**config.mk**
```make
export PLATFORM = sky130hd
export DESIGN_NAME = pdt_regs
export DESIGN_NICKNAME = d
export VERILOG_FILES = /design/src/hw/pdt_pkg.sv /design/src/hw/pdt_mem_if.sv /design/src/hw/pdt_regs.sv /design/src/hw/pdt_regmem.sv
export SDC_FILE = /design/constraint.sdc
export NUM_CORES = 1
export LEC_CHECK = 0
export ABC_AREA = 1
export BUFFER_PORTS_ARGS = -buffer_cell sky130_fd_sc_hd__buf_4
export CORE_MARGIN = 3
export CORE_UTILIZATION = 56
export CTS_CLUSTER_SIZE = 24
export DETAILED_ROUTE_END_ITERATION = 7
export PLACE_DENSITY = 0.78
export SLEW_MARGIN = 40
export SYNTH_ARGS = -nofsm -noshare
export SYNTH_HDL_FRONTEND = slang
export SYNTH_SLANG_ARGS = --single-unit
```
**constraint.sdc**
```tcl
create_clock -name CLK_IN -period 5.8 [get_ports CLK_IN]
set_input_delay 0.58 -clock CLK_IN [delete_from_list [all_inputs] [get_ports CLK_IN]]
set_output_delay 0.58 -clock CLK_IN [all_outputs]
set_load 0.02 [all_outputs]
```
**src/hw/pdt_pkg.sv**
```systemverilog
// Purpose: Constants for the PLL divider and first-Tari configuration registers.
// Assumes: APB with 32-bit data; documented registers sit at byte address index*4.
// Notes: Results are registered one cycle after a register changes.
package pdt_pkg;
	localparam int PDT_AW = 8;
	localparam int PDT_DW = 32;
	localparam int PDT_NREG = 7;
	// Register indices; the byte address is four times the index.
	localparam logic [5:0] IDX_FIRST_TARI = 6'h16;
	localparam logic [5:0] IDX_MAIN_REF_B = 6'h17;
	localparam logic [5:0] IDX_MAIN_B_A = 6'h18;
	localparam logic [5:0] IDX_MAIN_A = 6'h19;
	localparam logic [5:0] IDX_AUX_B = 6'h1a;
	localparam logic [5:0] IDX_AUX_B_A = 6'h1b;
	localparam logic [5:0] IDX_AUX_A = 6'h1c;
	// Values after reset, entry 0 (index 16h) in the low byte.
	localparam logic [55:0] PDT_RST_IMAGE = {8'h18, 8'h61, 8'h04, 8'hfc, 8'h68, 8'h64, 8'h7e};
	// Block-level registers.
	localparam logic [7:0] ADDR_CTRL = 8'h80;
	localparam logic [7:0] ADDR_STATUS = 8'h84;
	localparam logic [7:0] ADDR_MAIN_RATIO = 8'h88;
	localparam logic [7:0] ADDR_AUX_RATIO = 8'h8c;
	localparam logic [7:0] ADDR_CARRIER = 8'h90;
	localparam logic [7:0] ADDR_TARI_NS = 8'h94;
	localparam logic [2:0] CTRL_RST = 3'h0;
	localparam int CTRL_AUX_SEL = 0;
	localparam int CTRL_MODE_LSB = 1;
	localparam int ST_TARI_RANGE = 0;
	localparam int ST_REF_ILLEGAL = 1;
	localparam int ST_RSV_SET = 2;
	localparam int ST_MODE_ILLEGAL = 3;
	localparam int REF_LSB = 4;
	localparam int RSV_BIT = 7;
	localparam logic [7:0] TARI_CODE_MIN = 8'h5f;
	localparam logic [7:0] TARI_CODE_MAX = 8'h9d;
	localparam logic [1:0] TARI_6US25 = 2'h0;
	localparam logic [1:0] TARI_12US5 = 2'h1;
	localparam logic [1:0] TARI_25US = 2'h2;
	localparam logic [7:0] STEP_NS_6US25 = 8'h32;
	localparam logic [7:0] STEP_NS_12US5 = 8'h64;
	localparam logic [7:0] STEP_NS_25US = 8'hc8;
	localparam logic [2:0] REF_125K = 3'h4;
	localparam logic [2:0] REF_100K = 3'h5;
	localparam logic [2:0] REF_50K = 3'h6;
	localparam logic [2:0] REF_25K = 3'h7;
	localparam logic [6:0] REF_KHZ_125 = 7'h7d;
	localparam logic [6:0] REF_KHZ_100 = 7'h64;
	localparam logic [6:0] REF_KHZ_50 = 7'h32;
	localparam logic [6:0] REF_KHZ_25 = 7'h19;
	localparam logic [16:0] PRESC_LOW = 17'h00020;
	localparam logic [16:0] PRESC_HIGH = 17'h00021;
	typedef enum logic [2:0] {
		PDT_IDLE = 3'b001,
		PDT_FETCH = 3'b010,
		PDT_DONE = 3'b100
	} pdt_apb_e;
endpackage

```
**src/hw/pdt_mem_if.sv**
```systemverilog
// Purpose: Connects the register control logic to the register storage.
// Assumes: One clock; en freezes the storage.
// Notes: image shows every stored byte at once for the result logic.
`timescale 1ns/100ps
interface pdt_mem_if;
	logic en;
	logic we;
	logic [2:0] waddr;
	logic [7:0] wdata;
	logic [2:0] raddr;
	logic [7:0] rdata;
	logic [55:0] image;
	modport ctrl (output en, we, waddr, wdata, raddr, input rdata, image);
	modport mem (input en, we, waddr, wdata, raddr, output rdata, image);
endinterface

```
**src/hw/pdt_regs.sv**
```systemverilog
// Purpose: APB register bank for the first-Tari length and PLL divider settings.
// Assumes: APB master keeps the request steady until PREADY; CE_IN freezes all state.
// Notes: Every access takes one wait state; results follow a register write by one cycle.
//
// Implementation choice: the APB slave port.
`timescale 1ns/100ps

// Summary of operation
// - An 8-bit code sets first Tari high length; legal 5Fh to 9Dh.
// - Code step is 50, 100 or 200 ns for Tari 6.25, 12.5, 25 us.
// - Reference select 100..111 gives 125, 100, 50, 25 kHz; others forbidden.
// - Each divider ratio is B times 32 plus A times 33.
// - Main B and A counts are split over registers 17h, 18h and 19h.
// - Auxiliary B and A high bits sit in registers 1Ah and 1Bh.
// - Register 1Ch holds the low eight bits of auxiliary A.
module pdt_regs (
	input wire logic CLK_IN, // 10 MHz clock.
	input wire logic RST_IN, // Asynchronous reset, active high.
	input wire logic CE_IN, // Clock enable; low freezes all state.
	input wire logic PSEL_IN, // APB select.
	input wire logic PENABLE_IN, // APB enable.
	input wire logic PWRITE_IN, // APB direction, high for write.
	input wire logic [pdt_pkg::PDT_AW-1:0] PADDR_IN, // APB byte address.
	input wire logic [pdt_pkg::PDT_DW-1:0] PWDATA_IN, // APB write data.
	input wire logic [3:0] PSTRB_IN, // APB byte strobes; lane 0 writes.
	output logic PREADY_OUT, // APB ready.
	output logic [pdt_pkg::PDT_DW-1:0] PRDATA_OUT, // APB read data.
	output logic PSLVERR_OUT, // APB error for unmapped or read-only writes.
	output logic [16:0] MAIN_RATIO_OUT, // Main divider ratio.
	output logic [16:0] AUX_RATIO_OUT, // Auxiliary divider ratio.
	output logic [23:0] CARRIER_KHZ_OUT, // Carrier frequency in kHz.
	output logic [14:0] FIRST_TARI_NS_OUT, // First Tari high length in ns.
	output logic [3:0] CFG_ERR_OUT // Configuration error flags.
);
	import pdt_pkg::*;

	pdt_mem_if mbus ();

	pdt_regmem u_mem (
		.clk_in(CLK_IN),
		.rst_in(RST_IN),
		.bus(mbus)
	);

	// ----------------------------------------------------------------
	// Address decode
	// ----------------------------------------------------------------
	logic [5:0] word_idx;
	logic mem_hit;
	logic own_hit;
	logic ro_hit;
	logic [2:0] mem_sel;

	always_comb begin
		word_idx = PADDR_IN[7:2];
		mem_hit = PADDR_IN[1:0] == 2'h0 && word_idx >= IDX_FIRST_TARI && word_idx <= IDX_AUX_A;
		mem_sel = 3'(word_idx - IDX_FIRST_TARI);
		ro_hit = PADDR_IN == ADDR_STATUS || PADDR_IN == ADDR_MAIN_RATIO
			|| PADDR_IN == ADDR_AUX_RATIO || PADDR_IN == ADDR_CARRIER
			|| PADDR_IN == ADDR_TARI_NS;
		own_hit = ro_hit || PADDR_IN == ADDR_CTRL;
	end

	// ----------------------------------------------------------------
	// Field extraction
	// ----------------------------------------------------------------
	logic [7:0] first_tari_high_len;
	logic [2:0] pll_ref_divider_sel;
	logic [9:0] main_div_b_count;
	logic [9:0] main_div_a_count;
	logic [9:0] aux_div_b_count;
	logic [9:0] aux_div_a_count;
	logic rsv_set;

	always_comb begin
		first_tari_high_len = mbus.image[7:0];
		pll_ref_divider_sel = mbus.image[8+REF_LSB +: 3];
		main_div_b_count = {mbus.image[11:8], mbus.image[23:18]};
		main_div_a_count = {mbus.image[17:16], mbus.image[31:24]};
		aux_div_b_count = {mbus.image[35:32], mbus.image[47:42]};
		aux_div_a_count = {mbus.image[41:40], mbus.image[55:48]};
		rsv_set = mbus.image[8+RSV_BIT] || mbus.image[39:36] != 4'h0;
	end

	// ----------------------------------------------------------------
	// Result computation
	// ----------------------------------------------------------------
	logic [2:0] ctrl;
	logic [2:0] next_ctrl;
	logic [1:0] tari_mode;
	logic [16:0] next_main_ratio;
	logic [16:0] next_aux_ratio;
	logic [6:0] ref_khz;
	logic [7:0] step_ns;
	logic [23:0] next_carrier;
	logic [14:0] next_tari_ns;
	logic [3:0] next_err;

	always_comb begin
		tari_mode = ctrl[CTRL_MODE_LSB +: 2];
		next_main_ratio = 17'(main_div_b_count) * PRESC_LOW
			+ 17'(main_div_a_count) * PRESC_HIGH;
		next_aux_ratio = 17'(aux_div_b_count) * PRESC_LOW
			+ 17'(aux_div_a_count) * PRESC_HIGH;
		next_err = 4'h0;
		case (pll_ref_divider_sel)
			REF_125K: ref_khz = REF_KHZ_125;
			REF_100K: ref_khz = REF_KHZ_100;
			REF_50K: ref_khz = REF_KHZ_50;
			REF_25K: ref_khz = REF_KHZ_25;
			default: begin
				ref_khz = 7'h00;
				next_err[ST_REF_ILLEGAL] = 1'b1;
			end
		endcase
		// The carrier follows whichever divider software marks active.
		if (ctrl[CTRL_AUX_SEL]) begin
			next_carrier = 24'(ref_khz) * 24'(next_aux_ratio);
		end else begin
			next_carrier = 24'(ref_khz) * 24'(next_main_ratio);
		end
		case (tari_mode)
			TARI_6US25: step_ns = STEP_NS_6US25;
			TARI_12US5: step_ns = STEP_NS_12US5;
			TARI_25US: step_ns = STEP_NS_25US;
			default: begin
				step_ns = STEP_NS_25US;
				next_err[ST_MODE_ILLEGAL] = 1'b1;
			end
		endcase
		next_tari_ns = 15'(first_tari_high_len) * 15'(step_ns);
		next_err[ST_TARI_RANGE] = first_tari_high_len < TARI_CODE_MIN
			|| first_tari_high_len > TARI_CODE_MAX;
		next_err[ST_RSV_SET] = rsv_set;
	end

	always_ff @(posedge CLK_IN or posedge RST_IN) begin
		if (RST_IN) begin
			MAIN_RATIO_OUT <= 17'h00000;
			AUX_RATIO_OUT <= 17'h00000;
			CARRIER_KHZ_OUT <= 24'h000000;
			FIRST_TARI_NS_OUT <= 15'h0000;
			CFG_ERR_OUT <= 4'h0;
		end else if (CE_IN) begin
			MAIN_RATIO_OUT <= next_main_ratio;
			AUX_RATIO_OUT <= next_aux_ratio;
			CARRIER_KHZ_OUT <= next_carrier;
			FIRST_TARI_NS_OUT <= next_tari_ns;
			CFG_ERR_OUT <= next_err;
		end
	end

	// ----------------------------------------------------------------
	// APB slave
	// ----------------------------------------------------------------
	pdt_apb_e state;
	pdt_apb_e next_state;
	logic next_pready;
	logic next_pslverr;
	logic [31:0] next_prdata;
	logic wr_fire;

	// The storage read port is registered, so the answer waits one cycle.
	always_comb begin
		next_state = state;
		next_pready = 1'b0;
		next_pslverr = PSLVERR_OUT;
		next_prdata = PRDATA_OUT;
		next_ctrl = ctrl;
		wr_fire = 1'b0;
		mbus.en = CE_IN;
		mbus.raddr = mem_sel;
		mbus.we = 1'b0;
		mbus.waddr = mem_sel;
		mbus.wdata = PWDATA_IN[7:0];
		case (state)
			PDT_IDLE: begin
				if (PSEL_IN && !PENABLE_IN) begin
					next_state = PDT_FETCH;
				end
			end
			PDT_FETCH: begin
				next_state = PDT_DONE;
				next_pready = 1'b1;
				next_pslverr = !(mem_hit || own_hit) || (PWRITE_IN && ro_hit);
				next_prdata = 32'h00000000;
				if (!PWRITE_IN) begin
					if (mem_hit) begin
						next_prdata = {24'h000000, mbus.rdata};
					end else begin
						case (PADDR_IN)
							ADDR_CTRL: next_prdata = {29'h00000000, ctrl};
							ADDR_STATUS: next_prdata = {28'h0000000, CFG_ERR_OUT};
							ADDR_MAIN_RATIO: next_prdata = {15'h0000, MAIN_RATIO_OUT};
							ADDR_AUX_RATIO: next_prdata = {15'h0000, AUX_RATIO_OUT};
							ADDR_CARRIER: next_prdata = {8'h00, CARRIER_KHZ_OUT};
							ADDR_TARI_NS: next_prdata = {17'h00000, FIRST_TARI_NS_OUT};
							default: next_prdata = 32'h00000000;
						endcase
					end
				end
			end
			PDT_DONE: begin
				next_state = PDT_IDLE;
				next_pslverr = 1'b0;
				wr_fire = PSEL_IN && PENABLE_IN && PWRITE_IN && PSTRB_IN[0] && !PSLVERR_OUT;
				if (wr_fire && mem_hit) begin
					mbus.we = 1'b1;
				end
				if (wr_fire && PADDR_IN == ADDR_CTRL) begin
					next_ctrl = PWDATA_IN[2:0];
				end
			end
			default: next_state = PDT_IDLE;
		endcase
	end

	always_ff @(posedge CLK_IN or posedge RST_IN) begin
		if (RST_IN) begin
			state <= PDT_IDLE;
			PREADY_OUT <= 1'b0;
			PSLVERR_OUT <= 1'b0;
			PRDATA_OUT <= 32'h00000000;
			ctrl <= CTRL_RST;
		end else if (CE_IN) begin
			state <= next_state;
			PREADY_OUT <= next_pready;
			PSLVERR_OUT <= next_pslverr;
			PRDATA_OUT <= next_prdata;
			ctrl <= next_ctrl;
		end
	end
endmodule

```
**src/hw/pdt_regmem.sv**
```systemverilog
// Purpose: Seven byte-wide configuration registers with a registered read port.
// Assumes: Writes and reads are issued by the control logic on the same clock.
// Notes: Read data appear one enabled edge after raddr.
`timescale 1ns/100ps
module pdt_regmem (
	input wire logic clk_in, // Clock.
	input wire logic rst_in, // Asynchronous reset, active high.
	pdt_mem_if.mem bus // Storage side.
);
	import pdt_pkg::*;

	logic [55:0] next_image;
	logic [55:0] image;
	logic [7:0] next_rdata;
	logic [7:0] rdata;

	genvar gi;
	generate
		for (gi = 0; gi < PDT_NREG; gi++) begin : g_entry
			always_comb begin
				next_image[gi*8 +: 8] = image[gi*8 +: 8];
				if (bus.we && bus.waddr == 3'(gi)) begin
					next_image[gi*8 +: 8] = bus.wdata;
				end
			end
		end
	endgenerate

	always_comb begin
		next_rdata = 8'h00;
		if (bus.raddr < 3'(PDT_NREG)) begin
			next_rdata = image[bus.raddr*8 +: 8];
		end
	end

	always_ff @(posedge clk_in or posedge rst_in) begin
		if (rst_in) begin
			image <= PDT_RST_IMAGE;
			rdata <= 8'h00;
		end else if (bus.en) begin
			image <= next_image;
			rdata <= next_rdata;
		end
	end

	assign bus.rdata = rdata;
	assign bus.image = image;
endmodule

```
==> out/results.ini <==
[global_routing]
grt_util_met1_pct=46.55
antenna_found_initial=1
grt_max_degree=65
grt_util_all_layers_pct=36.42
grt_pass1_vias=18940
grt_use_met3_pct=4.846
grt_pass1_wl_um=102100
busiest_layer=met2
gr-total-overflow=0
grtUsageMet2_pct=60.05

[routing]
drtAntennaViolNets=0
vias=18460
first_iter_violations=1830
wl_um=64200
first_pass_iters=6
via_per_inst=5.634
drc=0
avgRoutedWirePerCell_um=19.59

[placement]
postPlaceCellArea_um2=21940
place.port_buffers=124
place_ws_ps=-615.9
dp_hpwl_um=50630
place.gp.congestion=0.9820

[timing]
fmax_mhz=158.9
postLayoutSetupSlackWorst_ps=-493.8
fin_skew_ps=18.37
hold_viol=0
period_share_pct=108.5
finalMaxSlewViolations=0
rsz0062_at_grt=yes
setup_viol=14
fin_tns_setup_ps=-5199
hold_ws_ps=214.2
relSlewSlack_pct=41.77
post-route-min-period_ps=6294
tightest_slew_ps=868.0

[logic_synthesis]
yosys.cell_types.count=48
seq_area_frac_synth_pct=22.90
synth-async-reset-ratio_pct=100.0
synthFlopType=dfrtp_1
yosys_warnings=0
synth-seq-cells=172
syn_area_um2=18930
avgSynthCellArea_um2=7.467
synth_edf_count=0
netlist_instances=2535

[die]
coreArea_um2=32950
die_h_um=189.9
dieArea_um2=36040
dieWidth_um=189.9
start_util_pct=57.45
floorplan.io_pins=161
rows=66

[clocking]
clock_latency_ps=450
cts_tree=built
clockBufferDepth=2
htree_levels=4
cts_hold_buffers=0
cts_root_buf=clkbuf_16
clk_pin_slew_worst_paths_ps=80
cts_buffers=17
clock-sinks=172

[setup_path]
crit_fanout=4
cpMaxStageDelayCell=dfstp_2
ff2ff_setup_slack_ps=-490
cp_slowest_stage_delay_ps=550
reg2reg_to=CARRIER_KHZ_OUT[23]
end_kind=flip-flop
crit_type=flip-flop to flip-flop
required_ps=6140
cp.arrival_ps=6630
r2r_cells=30
cp-start-kind=flip-flop
regToRegStartpoint=u_mem.bus.image[28]

[run]
cap_violations=0

[worst_hold_path]
min_path_type=input port to asynchronous set/reset pin

[cells_and_area]
area_delta_synth_final_pct=26.39
multi_input_area_um2=13870
final_cell_mix=nand2_1 (556), inv_1 (493), buf_4 (311), nor2_1 (189), fa_1 (185)
final_nets=3228
final_common_cell=nand2_1
final_util_pct=72.61
fin_area_um2=23920
final_layout_size_suffix_gt1_share_pct=24.81
regArea_um2=4335
n_fill_cell=2516

[pwr]
ir_drop_mv=0.1878
p_leak_uw=0.01254
p_per_area_nw_per_um2=112.6

[outcome]
status=finished, violations left
failed_checks=negative setup slack

## worst max-delay path, delay by kind of cell (launching register included)
| family | cells | cell delay (ps) |
|---|---|---|
| fa+ha+maj | 9 | 3280 |
| simple gates | 15 | 1670 |
| flops | 1 | 550 |
| buf+inv | 4 | 300 |
| xor+xnor | 1 | 240 |
| compound gates | 1 | 150 |
## how the worst max path moves through the flow
stage / endpoint / slack, ps / from / cells past startpoint
global route: CARRIER_KHZ_OUT[16] / -700 / u_mem.bus.image[27] / 34
global placement: CARRIER_KHZ_OUT[21] / -530 / u_mem.bus.image[40] / 33
finish: CARRIER_KHZ_OUT[23] / -490 / u_mem.bus.image[28] / 30
CTS: CARRIER_KHZ_OUT[22] / -390 / u_mem.bus.image[51] / 32
detailed placement: CARRIER_KHZ_OUT[22] / -620 / u_mem.bus.image[26] / 30
floorplan: CARRIER_KHZ_OUT[23] / -60 / u_mem.bus.image[28] / 30
## synthesized netlist by cell type (all sizes together) (6+ instances only)
cell	n	share of area, %
o21ai	171	4.7
nor3	19	0.50
inv	538	11
nand2	632	13
or2	13	0.43
nand4	20	0.66
a21oi	60	1.6
xor2	17	0.79
o211ai	6	0.24
o21bai	10	0.40
fa	189	20
ha	168	11
clkbuf	42	0.84
o22ai	19	0.63
dfrtp	147	19
a32o	8	0.42
nand3	119	3.1
nor2	246	5.0
a31oi	12	0.40
buf	25	1.0
a211oi	8	0.32
dfstp	25	3.5
## state kept, by name, summed over array words and instances, names as in the netlist
name	flops
u_mem.bus.image	56
CARRIER_KHZ_OUT	24
PRDATA_OUT	24
AUX_RATIO_OUT	17
MAIN_RATIO_OUT	17
FIRST_TARI_NS_OUT	14
u_mem.bus.rdata	8
CFG_ERR_OUT	4
ctrl	3
state	3
PREADY_OUT	1
PSLVERR_OUT	1
## logic make-up (layout without fill, tap and decap cells)
family	after synthesis	after routing	share of synthesized area, %
simple gates	1061	1061	22.79
buf+inv	608	899	12.58
fa+ha+maj	357	357	31.09
compound gates	315	315	9.638
flops	172	172	22.90
xor+xnor	21	21	0.9717
other cells	1	10	0.01981
## power by group
| part | switching (uW) | total (uW) | internal, uW |
|---|---|---|---|
| Sequential | 24.4 | 1260 | 1230 |
| Combinational | 175 | 239 | 64.7 |
| Clock | 583 | 1200 | 616 |
## routing by layer
metal / part of all wire (%) / routed length [um]
met2: 46 / 29780
met3: 8.5 / 5478
met1: 38 / 24300
met4: 7.2 / 4647
met5: 0 / 0
## timing repair
action / in CTS / in global routing
pin swaps: 143 / 48
endpoints found under the setup margin: 15 / 15
cloned: 0 / 0
buffers inserted: 13 / 7
resized for setup: 221 / 67
## stage by stage
stage | total power (uW) | cells
floorplan | 1418 | 2543
finish | 2695 | 3277
detailed placement | 1509 | 3225
global route | 2760 | 3276
CTS | 2682 | 3270
global placement | 1498 | 3224
## final cells by class
class / count / share of cell area, %
multi-input cells: 1763 / 57.99
flip-flops and latches: 172 / 18.12
repair buffers: 326 / 10.54
inverters: 541 / 8.551
well taps: 442 / 2.312
clock buffers: 17 / 1.778
clock inverters: 15 / 0.7008
diodes: 1 / 0.01046
(Power assumes the default switching activity.)
